## src/logic/smc_regs.svh

```systemverilog
/*
 * timing counts and widths for the supply monitor and capacitor test.
 * assumes core_clk at 200 MHz; counts are in core_clk cycles.
 */
`ifndef SMC_REGS_SVH
`define SMC_REGS_SVH

`define SMC_CLK_PERIOD_NS 5
`define SMC_ASYNC_DELAY_NS 20000
`define SMC_SYNC_DELAY_NS 10000
`define SMC_OFF_DURATION_NS 2000
`define SMC_REPEAT_INTERVAL_NS 1000000
`define SMC_ASYNC_DELAY_CYC (`SMC_ASYNC_DELAY_NS / `SMC_CLK_PERIOD_NS)
`define SMC_SYNC_DELAY_CYC (`SMC_SYNC_DELAY_NS / `SMC_CLK_PERIOD_NS)
`define SMC_OFF_DURATION_CYC (`SMC_OFF_DURATION_NS / `SMC_CLK_PERIOD_NS)
`define SMC_REPEAT_INTERVAL_CYC (`SMC_REPEAT_INTERVAL_NS / `SMC_CLK_PERIOD_NS)
`define SMC_CNT_W 24
`define SMC_CNT_ZERO 24'h000000
`define SMC_CNT_ONE 24'h000001

`endif

```

## src/logic/smc_pkg.sv

```systemverilog
/*
 * types shared by the supply monitor files.
 * assumes nothing beyond the timing header.
 */
package smc_pkg;
	typedef logic [23:0] smc_cnt_t;
	typedef enum logic [1:0] {
		SMC_IDLE,
		SMC_WAIT,
		SMC_OFF
	} smc_phase_t;
	typedef enum logic [1:0] {
		SMC_TX_ARMED,
		SMC_TX_SENDING,
		SMC_TX_SILENT
	} smc_tx_t;
endpackage

```

## src/logic/smc_timer_if.sv

```systemverilog
/*
 * control and status of one capacitor-test timer.
 * assumes a single core_clk domain.
 */
interface smc_timer_if;
	import smc_pkg::*;
	logic start;
	smc_cnt_t delay;
	logic reg_off;
	modport owner (output start, output delay, input reg_off);
	modport timer (input start, input delay, output reg_off);
endinterface

```

## src/logic/smc_supply_monitor.sv

```systemverilog
/*
 * supply monitor: internal reset from regulator under-voltage comparators, supply
 * micro-cut abort of the response frame, capacitor-test sequencing.
 * assumes comparator inputs are asynchronous, high when voltage is good;
 * sync and transmit-done indications come from logic on core_clk.
 */
`include "smc_regs.svh"
module smc_supply_monitor
	import smc_pkg::*;
#(
	parameter smc_cnt_t ASYNC_DELAY = smc_cnt_t'(`SMC_ASYNC_DELAY_CYC),
	parameter smc_cnt_t SYNC_DELAY = smc_cnt_t'(`SMC_SYNC_DELAY_CYC),
	parameter smc_cnt_t REPEAT_INTERVAL = smc_cnt_t'(`SMC_REPEAT_INTERVAL_CYC)
)(
	input wire logic core_clk,
	input wire logic rst_b,
	input wire logic supply_ok,
	input wire logic buffer_regulator_ok,
	input wire logic digital_regulator_ok,
	input wire logic analog_regulator_ok,
	input wire logic sync_mode,
	input wire logic sync_pulse,
	input wire logic tx_start,
	input wire logic tx_done,
	output logic internal_rst_b,
	output logic tx_enable,
	output logic tx_abort,
	output logic buffer_regulator_off,
	output logic digital_regulator_off,
	output logic analog_regulator_off
);
	logic [3:0] ok_meta, ok_sync;
	always_ff @(posedge core_clk or negedge rst_b) begin
		if (!rst_b) begin
			ok_meta <= 4'h0;
			ok_sync <= 4'h0;
		end else begin
			ok_meta <= {supply_ok, buffer_regulator_ok,
				digital_regulator_ok, analog_regulator_ok};
			ok_sync <= ok_meta;
		end
	end
	logic sup_ok;
	logic regs_ok;
	assign sup_ok = ok_sync[3];
	assign regs_ok = &ok_sync[2:0];

	// internal reset; a regulator drop inside its own test window is the
	// missing-capacitor case and takes the same path
	logic rst_int, next_rst_int;
	always_comb begin
		next_rst_int = rst_int;
		if (!regs_ok)
			next_rst_int = 1'b1;
		else
			next_rst_int = 1'b0;
	end
	always_ff @(posedge core_clk or negedge rst_b) begin
		if (!rst_b)
			rst_int <= 1'b1;
		else
			rst_int <= next_rst_int;
	end
	logic run_b;
	assign run_b = rst_b & ~rst_int;

	// transmit state
	smc_tx_t tx_st, next_tx_st;
	logic abort_q, next_abort;
	always_comb begin
		next_tx_st = tx_st;
		next_abort = 1'b0;
		case (tx_st)
			SMC_TX_ARMED: begin
				if (!sup_ok)
					next_tx_st = SMC_TX_SILENT;
				else if (tx_start)
					next_tx_st = SMC_TX_SENDING;
			end
			SMC_TX_SENDING: begin
				if (!sup_ok) begin
					next_tx_st = SMC_TX_SILENT;
					next_abort = 1'b1;
				end else if (tx_done)
					next_tx_st = SMC_TX_ARMED;
			end
			SMC_TX_SILENT: begin
				if (sup_ok && sync_pulse)
					next_tx_st = SMC_TX_ARMED;
			end
			default: next_tx_st = SMC_TX_SILENT;
		endcase
	end
	always_ff @(posedge core_clk or negedge run_b) begin
		if (!run_b) begin
			tx_st <= SMC_TX_SILENT;
			abort_q <= 1'b0;
		end else begin
			tx_st <= next_tx_st;
			abort_q <= next_abort;
		end
	end

	// repeat interval for digital and analog tests
	smc_cnt_t rep_cnt, next_rep_cnt;
	logic rep_tick, next_rep_tick;
	always_comb begin
		next_rep_tick = 1'b0;
		if (rep_cnt <= `SMC_CNT_ONE) begin
			next_rep_cnt = REPEAT_INTERVAL;
			next_rep_tick = 1'b1;
		end else
			next_rep_cnt = rep_cnt - `SMC_CNT_ONE;
	end
	always_ff @(posedge core_clk or negedge run_b) begin
		if (!run_b) begin
			rep_cnt <= REPEAT_INTERVAL;
			rep_tick <= 1'b0;
		end else begin
			rep_cnt <= next_rep_cnt;
			rep_tick <= next_rep_tick;
		end
	end

	smc_timer_if buf_if ();
	smc_timer_if dig_if ();
	smc_timer_if ana_if ();
	assign buf_if.start = sync_mode ? sync_pulse : (tx_done &&
		tx_st == SMC_TX_SENDING);
	assign buf_if.delay = sync_mode ? SYNC_DELAY : ASYNC_DELAY;
	assign dig_if.start = rep_tick;
	assign dig_if.delay = `SMC_CNT_ONE;
	// analog follows digital by half the interval so both never drop at once
	assign ana_if.start = (rep_cnt == (REPEAT_INTERVAL >> 1));
	assign ana_if.delay = `SMC_CNT_ONE;

	smc_cap_timer u_buf (.core_clk(core_clk), .rst_b(run_b), .ctl(buf_if));
	smc_cap_timer u_dig (.core_clk(core_clk), .rst_b(run_b), .ctl(dig_if));
	smc_cap_timer u_ana (.core_clk(core_clk), .rst_b(run_b), .ctl(ana_if));

	always_ff @(posedge core_clk or negedge rst_b) begin
		if (!rst_b) begin
			internal_rst_b <= 1'b0;
			tx_enable <= 1'b0;
			tx_abort <= 1'b0;
			buffer_regulator_off <= 1'b0;
			digital_regulator_off <= 1'b0;
			analog_regulator_off <= 1'b0;
		end else begin
			internal_rst_b <= ~rst_int;
			tx_enable <= (tx_st != SMC_TX_SILENT) && !rst_int;
			tx_abort <= abort_q;
			buffer_regulator_off <= buf_if.reg_off;
			digital_regulator_off <= dig_if.reg_off;
			analog_regulator_off <= ana_if.reg_off;
		end
	end

	AST_HOLD_RESET: assert property (
		@(posedge core_clk) disable iff (!rst_b)
		!regs_ok |-> ##2 !internal_rst_b)
		else $error("internal reset not asserted on low regulator");
	AST_DROP_RESET: assert property (
		@(posedge core_clk) disable iff (!rst_b)
		$fell(ok_sync[2]) |-> ##2 !internal_rst_b)
		else $error("buffer drop did not reset");
	AST_ABORT: assert property (
		@(posedge core_clk) disable iff (!run_b)
		(tx_st == SMC_TX_SENDING && !sup_ok) |-> ##2 tx_abort)
		else $error("frame not aborted on supply cut");
	AST_ABORT_PULSE: assert property (
		@(posedge core_clk) disable iff (!rst_b)
		tx_abort |=> !tx_abort)
		else $error("abort longer than one cycle");
	AST_NO_RESET_ON_CUT: assert property (
		@(posedge core_clk) disable iff (!rst_b)
		(!sup_ok && regs_ok) |-> ##2 internal_rst_b)
		else $error("supply cut caused reset");
	AST_CUT_SILENT: assert property (
		@(posedge core_clk) disable iff (!rst_b)
		!sup_ok |-> ##2 !tx_enable)
		else $error("responses allowed during supply cut");
	AST_SILENT: assert property (
		@(posedge core_clk) disable iff (!run_b)
		(tx_st == SMC_TX_SILENT && !sync_pulse)
		|=> tx_st == SMC_TX_SILENT)
		else $error("left silence without sync");
	AST_REARM: assert property (
		@(posedge core_clk) disable iff (!run_b)
		(tx_st == SMC_TX_SILENT && sup_ok && sync_pulse)
		|=> tx_st == SMC_TX_ARMED)
		else $error("sync did not rearm");
	AST_SYNC_START: assert property (
		@(posedge core_clk) disable iff (!run_b)
		(sync_mode && sync_pulse) |-> buf_if.start)
		else $error("sync did not start buffer test");
	AST_REP_TICK: assert property (
		@(posedge core_clk) disable iff (!run_b)
		rep_tick |=> ##2 digital_regulator_off)
		else $error("digital test not started");
	AST_CAP_RESET: assert property (
		@(posedge core_clk) disable iff (!rst_b)
		(dig_if.reg_off && !ok_sync[1]) |-> ##1 rst_int)
		else $error("missing capacitor did not reset");

	COV_ABORT: cover property (@(posedge core_clk) tx_abort);
	COV_BUF_OFF: cover property (@(posedge core_clk) buffer_regulator_off);
	COV_ANA_OFF: cover property (@(posedge core_clk) analog_regulator_off);
	COV_CAP_RESET: cover property (@(posedge core_clk)
		dig_if.reg_off && rst_int);
endmodule // smc_supply_monitor

```

## src/logic/smc_cap_timer.sv

```systemverilog
/*
 * one capacitor-test sequencer: delay, then regulator off for a window.
 * assumes start is a one-cycle pulse on core_clk; a start while busy is
 * ignored so one test window never stretches the next.
 */
`include "smc_regs.svh"
module smc_cap_timer
	import smc_pkg::*;
(
	input wire logic core_clk,
	input wire logic rst_b,
	smc_timer_if.timer ctl
);
	smc_phase_t phase, next_phase;
	smc_cnt_t cnt, next_cnt;
	logic off, next_off;

	always_comb begin
		next_phase = phase;
		next_cnt = cnt;
		next_off = 1'b0;
		case (phase)
			SMC_IDLE: begin
				if (ctl.start) begin
					next_phase = SMC_WAIT;
					next_cnt = ctl.delay;
				end
			end
			SMC_WAIT: begin
				if (cnt <= `SMC_CNT_ONE) begin
					next_phase = SMC_OFF;
					next_cnt = smc_cnt_t'(`SMC_OFF_DURATION_CYC);
					next_off = 1'b1;
				end else begin
					next_cnt = cnt - `SMC_CNT_ONE;
				end
			end
			SMC_OFF: begin
				if (cnt <= `SMC_CNT_ONE) begin
					next_phase = SMC_IDLE;
					next_cnt = `SMC_CNT_ZERO;
				end else begin
					next_cnt = cnt - `SMC_CNT_ONE;
					next_off = 1'b1;
				end
			end
			default: begin
				next_phase = SMC_IDLE;
				next_cnt = `SMC_CNT_ZERO;
			end
		endcase
	end

	always_ff @(posedge core_clk or negedge rst_b) begin
		if (!rst_b) begin
			phase <= SMC_IDLE;
			cnt <= `SMC_CNT_ZERO;
			off <= 1'b0;
		end else begin
			phase <= next_phase;
			cnt <= next_cnt;
			off <= next_off;
		end
	end

	assign ctl.reg_off = off;

	AST_OFF_WIDTH: assert property (
		@(posedge core_clk) disable iff (!rst_b)
		$rose(off) |-> off [*8])
		else $error("test window shorter than expected");
endmodule // smc_cap_timer

```

## config.mk

```make
export PLATFORM = sky130hd
export DESIGN_NAME = smc_supply_monitor
export DESIGN_NICKNAME = d
export VERILOG_FILES = /design/src/logic/smc_pkg.sv /design/src/logic/smc_timer_if.sv /design/src/logic/smc_supply_monitor.sv /design/src/logic/smc_cap_timer.sv
export VERILOG_INCLUDE_DIRS = /design/src /design/src/logic
export SDC_FILE = /design/constraint.sdc
export NUM_CORES = 1
export LEC_CHECK = 0
export ABC_AREA = 1
export BUFFER_PORTS_ARGS = -buffer_cell sky130_fd_sc_hd__buf_2
export CELL_PAD_IN_SITES_DETAIL_PLACEMENT = 0
export CELL_PAD_IN_SITES_GLOBAL_PLACEMENT = 1
export CORE_MARGIN = 5
export CORE_UTILIZATION = 50
export CTS_BUF_LIST = sky130_fd_sc_hd__clkbuf_4
export DETAILED_ROUTE_END_ITERATION = 8
export GPL_ROUTABILITY_DRIVEN = 0
export GPL_TIMING_DRIVEN = 0
export PLACE_DENSITY = 0.83
export SYNTH_ARGS = -nofsm -noshare
export SYNTH_HDL_FRONTEND = slang
export SYNTH_SLANG_ARGS = --single-unit
```

## constraint.sdc

```tcl
create_clock -name core_clk -period 14.1 [get_ports core_clk]
set_input_delay 0.705 -clock core_clk [delete_from_list [all_inputs] [get_ports core_clk]]
set_output_delay 0.705 -clock core_clk [all_outputs]
set_load 0.005 [all_outputs]
```

### Word level (Yosys, flattened, before mapping)

Index checks and enable logic that the tools add are counted.

| operators by class | value |
|---|---|
| bitwise logic cells | 2 |
| multiplexer cells | 46 |
| add/sub/neg operators | 4 |
| eq/ne operators | 22 |
| magnitude comparators | 4 |
| reduce and logical (&&, ||, !) cells | 13 |

Operator list:

| kind | count |
|---|---|
| 24-bit two-way mux | 10 |
| 24-bit case mux with 3 select lines | 3 |
| 24-bit by 1-bit <= comparator with 1-bit output (second input constant) | 4 |
| 24-bit by 1-bit subtractor with 24-bit output (second input constant) | 4 |
| 2-bit two-way mux | 14 |
| 24-bit by 17-bit equality test with 1-bit output (second input constant) | 1 |
| 2-bit case mux with 3 select lines | 4 |
| 3-bit AND reduction | 5 |
| 12-bit two-way mux | 1 |
| 2-bit by 1-bit inequality test with 1-bit output (second input constant) | 6 |
| 1-bit two-way mux | 11 |
| 2-bit inequality test (second input constant) | 5 |
| 2-bit by 1-bit equality test with 1-bit output (second input constant) | 4 |
| 2-bit equality test (second input constant) | 4 |
| 2-bit logical NOT | 4 |
| 3-bit inequality test (second input constant) | 2 |
| 1-bit case mux with 2 select lines | 3 |
| 1-bit logical AND | 3 |
| 1-bit AND | 1 |
| 1-bit logical NOT | 1 |
| 1-bit inverter | 1 |

| word-level totals | value |
|---|---|
| bits in registers | 124 |
| word-level logic and storage cells | 113 |
| output and inout bits | 6 |
| input port bits | 10 |

### Logic depth before layout (Yosys ltp)

Gate-level depths: netlist of the first run.

| depth | value |
|---|---|
| word-level depth | 5 |
| gate-level depth with buffers | 12 |
| mapped depth without buffers | 12 |

### Cells and area by module

A second synthesis of the first run with hierarchy kept.

| unflattened totals | value |
|---|---|
| cells, all modules | 1232 |
| area total of the unflattened synthesis | 8334.2 µm² |

Modules (own cells, without submodules):

| module | area an instance (µm²) | instances | cells an instance | seq. area each (µm²) |
|---|---|---|---|---|
| smc_cap_timer | 2073.2 | 3 | 326 | 675.6 |
| smc_supply_monitor | 2114.5 | 1 | 254 | 1086.0 |

### Worst setup path after synthesis of the first run

OpenSTA, ideal clock, no wires.

| path | value |
|---|---|
| kind | flip-flop to flip-flop |
| start | reg u_ana.cnt[0] |
| end | reg u_ana.cnt[3] |
| buffers on the path | 1 |
| required time | 13.971 ns |
| period minus slack after synthesis | 1.653 ns |
| setup time | 0.129 ns |
| data arrival time | 1.524 ns |
| path slack | 12.447 ns |
| cell stages (with the launch flop) | 13 |
| cell sequence | dfrtp_1 -> inv_1 -> ha_1 -> inv_1 -> nor2_2 -> inv_1 -> nor2_4 -> nand2_1 -> nand2_2 -> buf_6 -> nor2_1 -> o21ai_0 -> o21ai_0 |

| between the ends | value |
|---|---|
| cells in the longest elaborated chain, start to end | 3 |
| elaborated cells on any way between the ends | 5 |
| classes of those cells | 1 x add/sub; 1 x order compare; 3 x mux |

Ends and longest elaborated chain:

| element | RTL line | text |
|---|---|---|
| start, declared | smc_cap_timer.sv:15 | `smc_cnt_t cnt, next_cnt;` |
| start signal, assigned | smc_cap_timer.sv:57 | `` cnt <= `SMC_CNT_ZERO; `` |
| start signal, assigned | smc_cap_timer.sv:61 | `cnt <= next_cnt;` |
| 24-bit by 1-bit subtractor with 24-bit output (no line) or 24-bit by 1-bit <= comparator with 1-bit output (tied branches) | n/a |  |
| 24-bit two-way mux, on equally long branches | smc_cap_timer.sv:39, smc_cap_timer.sv:30 |  |
| 24-bit case mux with 3 select lines * | smc_cap_timer.sv:22 | `case (phase)` |

Every way passes the cells marked *; elsewhere a longest branch is shown, timed or not.
A chain may end at the register's enable or synchronous reset.

### Final worst setup path of the first run

| path | value |
|---|---|
| start | reg rep_cnt[0] |
| end | reg rep_cnt[21] |

| between the ends | value |
|---|---|
| cells in the longest elaborated chain, start to end | 2 |
| elaborated cells on any way between the ends | 3 |
| classes of those cells | 1 x add/sub; 1 x order compare; 1 x mux |

Ends and longest elaborated chain:

| element | RTL line | text |
|---|---|---|
| start, declared | smc_supply_monitor.sv:105 | `smc_cnt_t rep_cnt, next_rep_cnt;` |
| start signal, assigned | smc_supply_monitor.sv:120 | `rep_cnt <= next_rep_cnt;` |
| 24-bit by 1-bit subtractor with 24-bit output (no line) or 24-bit by 1-bit <= comparator with 1-bit output (tied branches) | n/a |  |
| 24-bit two-way mux * | smc_supply_monitor.sv:109 | `` if (rep_cnt <= `SMC_CNT_ONE) begin `` |
| net next_rep_cnt[21] | smc_supply_monitor.sv:105 |  |

Mark *: on every way through the listed nets, which the timed path passes. The rest lies on a longest branch.

==> results of run 1 <==
## routing by layer
metal / part of all wire (%) / global-route usage [%]
met4: 1.8 / 6.671
met1: 46 / 26.99
met5: 0 / 0
met3: 4.4 / 4.649
met2: 47 / 33.23
## cell type report
type / instances / area share, %
plain buffers: 11 / 0.9813
repair buffers: 19 / 2.188
clock inverters: 14 / 2.268
clock buffers: 18 / 1.737
flip-flops and latches: 124 / 40.03
well taps: 180 / 2.896
multi-input cells: 682 / 43.82
inverters: 126 / 6.081
## sequential cells by signal, summed over array words and instances (netlist names), 2 cells and up
signal	cells
rep_cnt	24
tx_st	2
u_dig.cnt	24
u_ana.phase	2
ok_sync	4
u_buf.phase	2
ok_meta	4
u_ana.cnt	24
u_dig.phase	2
u_buf.cnt	24
## metrics by stage
stage | std cells | cell area (um2) | util [%] | power [mW]
detailed placement | 1142 | 7466 | 53.79 | 0.5876
floorplan | 943 | 7063 | - | 0.5408
global placement | 1138 | 7363 | 53.05 | 0.5810
finish | 1174 | 7777 | 56.03 | 0.8583
global route | 1174 | 7777 | 56.03 | 0.9143
CTS | 1174 | 7777 | 56.03 | 0.8661
## cell usage after synthesis (all sizes together), types with 2 or more instances
cell type and instances:
a21oi 6, buf 9, clkbuf 2, dfrtp 116, dfstp 8, ha 9, inv 126, nand2 231
nand3 64, nand3b 4, nand4 15, nor2 203, nor3 17, o211ai 4, o21ai 57, o21bai 3
o22ai 7, xnor2 4, xor2 51
## final timing paths
check                                  endpoint  cells past startpoint                 from  slack [ns]
setup / recovery                    rep_cnt[21]                      9           rep_cnt[0]       12.07
hold / removal             buffer_regulator_off                      1                rst_b        0.08
setup reg to reg                    rep_cnt[21]                      9           rep_cnt[0]       12.07
hold reg to reg                        tx_abort                      0              abort_q        0.35
max in group asynchronous        u_buf.phase[1]                      5                rst_b       12.65
min in group core_clk                ok_meta[0]                      1  analog_regulator_ok        0.27
## worst register-to-register path, cell delays in order (launching register included)
cell	delay (ns)
sky130_fd_sc_hd__dfrtp_1	0.42
sky130_fd_sc_hd__inv_1	0.11
sky130_fd_sc_hd__ha_1	0.25
sky130_fd_sc_hd__nand2_1	0.11
sky130_fd_sc_hd__nor2_2	0.19
sky130_fd_sc_hd__inv_1	0.11
sky130_fd_sc_hd__nor2_2	0.11
sky130_fd_sc_hd__inv_1	0.13
sky130_fd_sc_hd__a211oi_4	0.41
sky130_fd_sc_hd__nor2_1	0.09
## power breakdown
group          switching (mW)  total, mW  internal [mW]
registers              0.0257      0.405          0.379
clock network           0.137      0.276          0.140
logic                   0.115      0.177         0.0616
## logic make-up (layout without fill, tap and decap cells)
family	Yosys count	after routing
AO/OA/AOI/OAI	82	82
XOR/XNOR	55	55
adder cells (fa/ha/maj)	9	9
buffers and inverters	137	188
flip-flops	124	124
AND/OR/NAND/NOR	536	536
==> impl_results.md, run 1 <==
* Port bufs at 15
* Maximum number of pins on one net before global-route repair at 32
* Type of origin of the critical path: register
* Total I/O pin count at 16
* Share of layout cells above drive strength 1 at between 10% and 20%
* Main flop type after synthesis: sky130_fd_sc_hd__dfrtp_1
* Initial cell density of the core at 50.88%
* Clock-pin slew on the worst setup and hold paths at ~0.11 ns
* Data arrival time of the critical path at 2.44 ns
* Number of clock buffers inserted by TritonCTS at 17
* Compound-Gate Fraction of Synth Area at 7.228%
* Antenna violations before repair at 0
* Overall die area at 16600 um2
* Most frequent standard cell in the layout excluding fill and tap cells: sky130_fd_sc_hd__nand2_1
* Critical Path Fanout Max at 7
* Adder and majority gate portion of the synthesized area at roughly 1.6%
* Max Cap Violations at 0
* Mapped Avg Cell Area at about 7.5 um2
* CP dominant cell by count: sky130_fd_sc_hd__inv_1
* Aggregate global-route resource usage at 20.38%
* Max Clock Freq at 0.4929 GHz
* Number of placement rows at 43
* Share of flip-flops with an asynchronous set or reset after synthesis at 100.0%
* Detailed-route vias per instance at 5.085
* Cell type with the highest aggregate area in the netlist: sky130_fd_sc_hd__dfrtp_1
* Count of unresolved DRC violations after routing at 0
* Post-CTS Hold Buffers at 0
* Leakage Power at 4.194 nW
* Final-layout worst hold slack at 0.07581 ns
* Fill cells at 1343
* Total area of multi-input combinational cells at 3408 um2
* Detail-routed net length per standard cell at 13.35 um
* Total Neg Setup Slack at 0 ns
* Cell variety after synth at 39
* Post-detail-place hpwl at between 10000 and 15000 um
* Post-synth EDFFs at 0
* Cell Pwr Density at 110.4 nW/um2
* Max Slew Vio Count at 0
* CTS H-Tree Depth at 4
* Net count of the finished layout at 1000
* Diode count at 0
* Dominant combinational cell family by area after synthesis: simple AND/OR/NAND/NOR gates
* Leading cell types in the layout, fill and taps excluded: 227 x sky130_fd_sc_hd__nand2_1, 179 x sky130_fd_sc_hd__nor2_1, 120 x sky130_fd_sc_hd__inv_1
* Headroom to the max-slew limit at 53.36%
* Count of final hold-check violations at 0
* Die Wd at 128.9 um
* Synthesized netlist cell count at 943
* Vias in the first global route at 5993
* Syn Nets at between 900 and 1000
* Worst Slack Setup Final at 12.07 ns
* Worst min-delay path class: input port to asynchronous set/reset pin
* Clock tree from TritonCTS: yes
* Number of buffers between clock root and the deepest sink at 2
* Place WS at roughly 12 ns
* First-pass GRT wire length at 27440 um
* Total of flip-flops plus latches after synthesis at 124
* Shortest clock period the worst path allows after layout at 2.029 ns
* Outcome: complete, no violations
* Post-synthesis share of cell area spent on and, or, nand and nor gates at between 30% and 40%
* Unrepaired setup endpoints after global routing: no
* Crit-path slowest cell: sky130_fd_sc_hd__dfrtp_1
* Final Cycle Share at about 14%
* Total congestion overflow after global routing at 0
* Initial detailed-routing violation count at 323
* Post-synthesis to final-layout area growth at 10.12%
* Endpoint type of the worst setup path: register
* Slew at the pin closest to its max-slew limit at about 0.7 ns
* Cell area after synthesis at around 7000 um2
* Area of the placeable core at 13880 um2
* Iteration count of the initial detailed-routing pass at 5
* Share of the yosys chip area belonging to registers at 44.07%
* Required @ worst endpoint at 14.51 ns
* Clock root buffer: sky130_fd_sc_hd__clkbuf_4
* Fraction of post-synthesis cell area in the top cell type by area at 41.10%
* Count of buffer and inverter cells on the critical path at 3
* Multiplexer fraction of the synthesized cell area at 0%
* Number of sinks handled by clock tree synthesis at 124
* XOR/XNOR Fraction of Synth Area at 6.820%
* Sequence of cells on the critical path: inv_1, ha_1, nand2_1, nor2_2, inv_1, nor2_2, inv_1, a211oi_4, nor2_1
* Antenna Nets Post-Route at 0
* Ranking of synthesized cells by area: sky130_fd_sc_hd__dfrtp_1 41%, sky130_fd_sc_hd__nand2_1 12%, sky130_fd_sc_hd__nor2_1 9.6%
* Die height at 128.9 um
* Worst setup path category: register to register
* Routed Wire Length at 15670 um
* Clock skew after layout at 0.01790 ns
* Synth Warn # at 0
* FF/Latch Area at 3113 um2
* Worst VDD drop at 84.58 uV
* Postcts setup bufs at 0
* Total number of vias at 5970
* Insertion delay of the later-clocked pin in the worst-skew pair at 0.54 ns
* Critical Path Max Stage Delay at 0.42 ns
* CTS resizes at 0
* Setup-violating endpoint count in the final report at 0
* Kind of cell adding the most delay to the critical path: simple AND/OR/NAND/NOR gates
Power figures use the tool's default switching activity.
==> inputs of run 2 (changes only) <==
Settings changed: ABC_AREA 1 to 0, CORE_UTILIZATION 50 to 46, PLACE_DENSITY 0.83 to 0.77.
Clock period 14.1 ns to 1.8 ns, I/O delays scaled along.
==> run 2 against run 1 <==
The run now ends with negative setup slack left. Synthesized cell count fell by 30%. Register-to-register slack worse by 12 ns. Final cell count shrank 15%. Synthesized area down 9.6%. Clock skew decreased by 0.0021 ns.
==> impl_results.md, run 2 <==
* Outcome: complete, but fails checks
* Violations in the final reports: negative setup slack
* Share of layout cells above drive strength 1 at 41.21%
* Insertion delay of the later-clocked pin in the worst-skew pair at about 0.54 ns
* Max Slew Vio Count at 0
* Crit-path slowest cell: sky130_fd_sc_hd__or4_4
* Detailed-route vias per instance at 5.826
* Net count of the finished layout at slightly above 800
* Count of final hold-check violations at 0
* First-pass GRT wire length at 28530 um
* Sequence of cells on the critical path: or4_4, nor4b_4, buf_4, buf_6, and2_4, a211o_1, a31oi_1
* Vias in the first global route at 5922
* Number of placement rows at 43
* Synth Warn # at 0
* Port bufs at 15
* Clock skew after layout at between 0.015 and 0.02 ns
* Headroom to the max-slew limit at 38.88%
* Clock-pin slew on the worst setup and hold paths at approximately 0.12 ns
* Kind of cell adding the most delay to the critical path: simple AND/OR/NAND/NOR gates
* Fraction of post-synthesis cell area in the top cell type by area at 45.47%
* Total number of vias at 5785
* Iteration count of the initial detailed-routing pass at 5
* Initial detailed-routing violation count at 346
* Cell with the most instances after synthesis: sky130_fd_sc_hd__dfrtp_1
* Count of unresolved DRC violations after routing at 0
* Cell type with the highest aggregate area in the netlist: sky130_fd_sc_hd__dfrtp_1
* Worst hold path cell count at 5
* Most frequent standard cell in the layout excluding fill and tap cells: sky130_fd_sc_hd__dfrtp_1
* Met1 demand-to-capacity share in global routing at 26.98%
* Share of flip-flops with an asynchronous set or reset after synthesis at 100.0%
* Overall die area at 16330 um2
* Final Cycle Share at 121.9%
* Slew at the pin closest to its max-slew limit at just over 0.9 ns
* Initial cell density of the core at a little under half
* Aggregate global-route resource usage at 21.28%
* Ranking of synthesized cells by area: sky130_fd_sc_hd__dfrtp_1 45%, sky130_fd_sc_hd__nor2_1 4.9%, sky130_fd_sc_hd__xnor2_1 4.0%
* Post-detail-place hpwl at around 10000 um
* Total of flip-flops plus latches after synthesis at approximately 120
* Number of buffers between clock root and the deepest sink at 2
* Maximum number of pins on one net before global-route repair at 29
* Clock tree from TritonCTS: yes
* Cell variety after synth at 70
* Leakage Power at 3.950 nW
* Post-synth EDFFs at 0
* Final-layout worst hold slack at about 0.12 ns
* Synthesized netlist cell count at 663
* Critical Path Max Stage Delay at 0.60 ns
* Endpoint type of the worst setup path: register
* Share of the yosys chip area belonging to registers at 48.77%
* Max Clock Freq at 0.4559 GHz
* Data arrival time of the critical path at 2.60 ns
* Antenna Nets Post-Route at 0
* CTS H-Tree Depth at 4
* GRT busiest layer: met2
* Total I/O pin count at 16
* Unrepaired setup endpoints after global routing: yes
* Main flop type after synthesis: sky130_fd_sc_hd__dfrtp_1
* Count of buffer and inverter cells on the critical path at 2
* Area of the placeable core at approximately 14000 um2
* Leading cell types in the layout, fill and taps excluded: 102 x sky130_fd_sc_hd__dfrtp_1, 65 x sky130_fd_sc_hd__buf_4, 64 x sky130_fd_sc_hd__nor2_1
* Met3 track demand over resource in global routing at 4.667%
* Diode count at 0
* Mapped Avg Cell Area at 9.628 um2
* Antenna violations before repair at 0
* Number of sinks handled by clock tree synthesis at 124
* Routed Wire Length at around 17000 um
* Die height at 127.8 um
* Fraction of met2 tracks used by global routing at 36.38%
* Cell types with the highest counts after synthesis: 116 x sky130_fd_sc_hd__dfrtp_1, 84 x sky130_fd_sc_hd__nor2_1, 42 x sky130_fd_sc_hd__nor3_1
* Number of clock buffers inserted by TritonCTS at 17
* Post-synthesis to final-layout area growth at 43.81%
* Critical Path Fanout Max at 6
* Setup-violating endpoint count in the final report at 101
* Die Wd at 127.8 um
* Worst min-delay path class: input port to register
* Shortest clock period the worst path allows after layout at ~2.2 ns
* R2R cell count at 7
* Number of standard cells in the layout, taps in and fillers out at 993
* Clock root buffer: sky130_fd_sc_hd__clkbuf_4
* Max Cap Violations at 0
* Cell area after synthesis at 6384 um2
* Required @ worst endpoint at 2.20 ns
* Cell Pwr Density at 667.8 nW/um2
* Stages on the worst setup path at 7
* Worst setup path category: register to register
* Worst VDD drop at about 460 uV
* Inst Count DP at 862
* Syn Nets at 682
* Type of origin of the critical path: register
* Worst Slack Setup Final at -0.3935 ns
* Final Power at approximately 6 mW
* Detail-routed net length per standard cell at ~18 um
* Total congestion overflow after global routing at 0
run 2: cells by family after synthesis:
logic type	share of synthesized area [%]
AO/OA/AOI/OAI	14.33
buffers and inverters	2.705
XOR/XNOR	6.997
flip-flops	48.77
AND/OR/NAND/NOR	24.75
adder cells (fa/ha/maj)	1.764
multiplexers	0.6860
run 2: report_power, final:
part	switching, mW	total, mW	internal [mW]	leakage [nW]
clock network	1.08	2.18	1.09	0.158
registers	0.264	3.20	2.93	1.60
logic	0.378	0.756	0.378	2.19
run 2: path summary, 6_finish.rpt:
| kind | startpoint | end | slack (ns) |
|---|---|---|---|
| min in group asynchronous | rst_int | u_dig.cnt[0] | 0.38 |
| worst min-delay path | sync_mode | u_buf.cnt[9] | 0.12 |
| worst min register to register | u_dig.ctl.reg_off | digital_regulator_off | 0.36 |
| worst max-delay path | u_dig.cnt[5] | u_dig.cnt[23] | -0.39 |
| worst max register to register | u_dig.cnt[5] | u_dig.cnt[23] | -0.39 |
| max in group asynchronous | rst_b | analog_regulator_off | 0.18 |
run 2: layer usage:
layer,routed length (um),share of wire (%)
met1,7614,44
met2,8857,51
met3,706,4.1
met4,208,1.2
met5,0,0
run 2: through the flow:
stage | setup TNS [ns] | util [%] | setup slack, ns | area [um2]
global placement | -222.51 | 50.37 | -1.832 | 6910
finish | -22.61 | 66.91 | -0.3935 | 9180
detailed placement | -30.80 | 51.01 | -0.5233 | 6998
CTS | -22.37 | 62.08 | -0.3838 | 8517
floorplan | -77.48 | - | -0.6533 | 6610
global route | -28.26 | 66.91 | -0.4518 | 9180
run 2: timing repair:
| action | CTS | global route |
|---|---|---|
| gates resized for setup | 125 | 106 |
| cloned | 7 | 0 |
| hold endpoints to repair | 33 | 0 |
| pin swaps | 43 | 49 |
| endpoints found under the setup margin | 106 | 136 |
| hold buffers | 10 | 0 |
| setup buffers | 59 | 35 |
run 2: cell type report:
cell class              count  area, um2
clock inverters            14      176.4
multi-input cells         499       4120
clock buffers              18      135.1
plain buffers              17      156.4
fillers                  1018       4539
well taps                 180      225.2
flip-flops and latches    124       3131
repair buffers            123       1161
inverters                  18      75.07
run 2: tightest hold or removal path: stages:
cell,delay [ns]
sky130_fd_sc_hd__buf_2,0.12
sky130_fd_sc_hd__nand2_1,0.13
sky130_fd_sc_hd__nand2_1,0.10
sky130_fd_sc_hd__nor2_1,0.12
sky130_fd_sc_hd__o31ai_2,0.07
==> inputs of run 3 (changes only) <==
Settings changed: CAP_MARGIN set to 20, CORE_UTILIZATION 46 to 50, PLACE_DENSITY 0.77 to 0.8, SLEW_MARGIN set to 20.
Clock period 1.8 ns to 2.3 ns, I/O delays scaled along.
==> run 3 against run 2 <==
The flow still finishes with violations (negative setup slack). Flip-flop and latch count stayed put. Wire length fell by 16%. Final cell count shrank 8.9%. Global-route usage fell by 0.59 points. Hold slack worse by 0.094 ns. Highest routed layer unchanged. Non-clock buffer count decreased by 79. Core utilization shrank 7.5 points. Sequential power decreased by 23%. Combinational power shrank 39%. Setup slack improved by 0.38 ns.
==> impl_results.md, run 3 (synthesis gave the netlist of run 2 again) <==
* Iteration count of the initial detailed-routing pass at 4
* Diode count at 0
* Slew at the pin closest to its max-slew limit at 0.8362 ns
* Maximum number of pins on one net before global-route repair at 28
* Fraction of met2 tracks used by global routing at 33.17%
* Count of final hold-check violations at 0
* Met3 track demand over resource in global routing at 4.575%
* Clock-pin slew on the worst setup and hold paths at 0.12 ns
* Overall die area at 15130 um2
* CP dominant cell by count: sky130_fd_sc_hd__buf_4
* Leading cell types in the layout, fill and taps excluded: 112 x sky130_fd_sc_hd__dfrtp_1, 83 x sky130_fd_sc_hd__nor2_1, 38 x sky130_fd_sc_hd__nor3_1, 38 x sky130_fd_sc_hd__nand2_1, 32 x sky130_fd_sc_hd__a31oi_1
* Number of sinks handled by clock tree synthesis at 124
* Count of unresolved DRC violations after routing at 0
* Port bufs at 15
* Routed Wire Length at 14630 um
* Detail-routed net length per standard cell at ~16 um
* Antenna Nets Post-Route at 0
* Max Cap Violations at 0
* Violations in the final reports: negative setup slack
* Area of the placeable core at 12570 um2
* Portion of total power attributed to combinational logic at 9.6%
* Setup-violating endpoint count in the final report at 3
* GRT busiest layer: met2
* Initial detailed-routing violation count at 369
* Final non-filler cell area at 7466 um2
* Max Clock Freq at 0.4328 GHz
* Final Cycle Share at 100.4%
* Share of layout cells above drive strength 1 at 18.14%
* Required @ worst endpoint at 2.75 ns
* Total Neg Setup Slack at -0.01452 ns
* Outcome: complete, but fails checks
* Cell Int Power at 3.481 mW
* Met1 demand-to-capacity share in global routing at ~28%
* Sequence of cells on the critical path: or4_4, nor4b_4, buf_4, nand2_4, a211oi_4, buf_4, nor2_1
* Leakage Power at 3.321 nW
* Aggregate global-route resource usage at about a fifth
* Shortest clock period the worst path allows after layout at 2.310 ns
* First-pass GRT wire length at 24720 um
* Sw Pwr at 1.286 mW
* Clock tree from TritonCTS: yes
* Clock skew after layout at between 0.015 and 0.02 ns
* Fraction of power spent switching nets at 26.98%
* Number of buffers between clock root and the deepest sink at 2
* Post-detail-place hpwl at 9991 um
* Initial cell density of the core at ~51%
* Final Power at 4.768 mW
* Die Wd at 123.0 um
* Cell Pwr Density at around 640 nW/um2
* Data arrival time of the critical path at 2.76 ns
* Net count of the finished layout at approximately 740
* Placed cell areas at a little under 7000 um2
* Share of power burned in registers at 51.7%
* Worst VDD drop at between 300 and 400 uV
* Clock power share at between 30% and 40%
* Number of clock buffers inserted by TritonCTS at 17
* Headroom to the max-slew limit at a little over two fifths
* Post-synthesis to final-layout area growth at 16.95%
* Count of buffer and inverter cells on the critical path at 2
* Most frequent standard cell in the layout excluding fill and tap cells: sky130_fd_sc_hd__dfrtp_1
* Number of placement rows at 41
* Die height at 123.0 um
* Antenna violations before repair at 0
* Worst min-delay path class: input port to asynchronous set/reset pin
* Unrepaired setup endpoints after global routing: yes
* Final-layout worst hold slack at 0.02536 ns
* Total I/O pin count at 16
* Detailed-route vias per instance at 5.694
* CTS H-Tree Depth at 4
* Critical Path Max Stage Delay at about 0.6 ns
* Crit-path slowest cell: sky130_fd_sc_hd__or4_4
* Clock root buffer: sky130_fd_sc_hd__clkbuf_4
* Kind of cell adding the most delay to the critical path: simple AND/OR/NAND/NOR gates
* Critical Path Fanout Max at 5
* Endpoint type of the worst setup path: register
* Insertion delay of the later-clocked pin in the worst-skew pair at 0.56 ns
* Vias in the first global route at roughly 5100
* Total congestion overflow after global routing at 0
* Max Slew Vio Count at 0
* Worst Slack Setup Final at -0.01033 ns
* Total number of vias at roughly 5200
* Worst setup path category: register to register
* Final Util at 59.40%
* Type of origin of the critical path: register
==> run 3: changes by cell type in the layout (fill, tap and decap cells not counted), sizes merged, moves of 2 or more <==
cell | previous run | this run
inv | 18 | 20
clkinv | 7 | 5
dlygate4sd3 | 10 | 8
buf | 121 | 41
clkbuf | 27 | 29
==> run 3: layout make-up <==
type / count / area (um2)
Buffer: 20 / 102.6
Clock buffer: 17 / 127.6
Clock inverter: 15 / 219.0
Fill cell: 1079 / 5102
Inverter: 18 / 67.56
Multi-Input combinational cell: 498 / 3272
Sequential cell: 124 / 3118
Tap cell: 172 / 215.2
Timing Repair Buffer: 41 / 344.1
==> run 3: timing repair <==
| action | CTS | global route |
|---|---|---|
| hold endpoints to repair | 28 | 0 |
| hold buffers | 8 | 0 |
| buffers inserted | 3 | 10 |
| gates cloned | 0 | 1 |
| pin swaps | 3 | 7 |
| gates resized for setup | 13 | 35 |
| setup endpoints to repair | 53 | 70 |
==> run 3: per-stage QoR <==
stage          instances  worst slack [ns]
2_1_floorplan        663           -0.1533
3_3_place_gp         850            -1.331
3_5_place_dp         854           -0.3860
4_1_cts              897          0.002707
5_1_grt              905          -0.09650
6_report             905          -0.01033
==> run 3: final timing paths <==
kind / start / endpoint / slack, ns / cells past startpoint
setup / recovery: u_dig.cnt[11] / u_dig.cnt[3] / -0.01 / 7
hold / removal: rst_b / ok_sync[3] / 0.03 / 2
setup reg to reg: u_dig.cnt[11] / u_dig.cnt[3] / -0.01 / 7
hold reg to reg: rst_int / u_buf.cnt[18] / 0.31 / 1
max in group asynchronous: rst_b / rep_cnt[6] / 1.09 / 5
min in group core_clk: sync_mode / u_buf.cnt[9] / 0.13 / 5
==> run 3: layer usage <==
metal / vias up / routed length, um / part of all wire, %
li1: 2541 / - / -
met4: 0 / 203 / 1.4
met1: 2532 / 7075 / 48
met5: - / 0 / 0
met2: 65 / 6953 / 48
met3: 15 / 399 / 2.7
==> run 3: worst reg2reg max path: cells and delay by family, from the launching register on <==
family,cells,cell delay (ns)
AO/OA/AOI/OAI,1,0.31
buffers and inverters,2,0.39
AND/OR/NAND/NOR,4,1.07
flip-flops,1,0.43
==> run 3: power groups by stage <==
| stage | combinational (mW) | clock (mW) | sequential (mW) |
|---|---|---|---|
| 6_report | 0.460 | 1.84 | 2.46 |
| 4_1_cts | 0.448 | 1.89 | 2.45 |
| 3_3_place_gp | 0.406 | 0 | 2.48 |
| 3_5_place_dp | 0.435 | 0 | 2.48 |
| 5_1_grt | 0.518 | 2.00 | 2.49 |
| 2_1_floorplan | 0.341 | 0 | 2.45 |
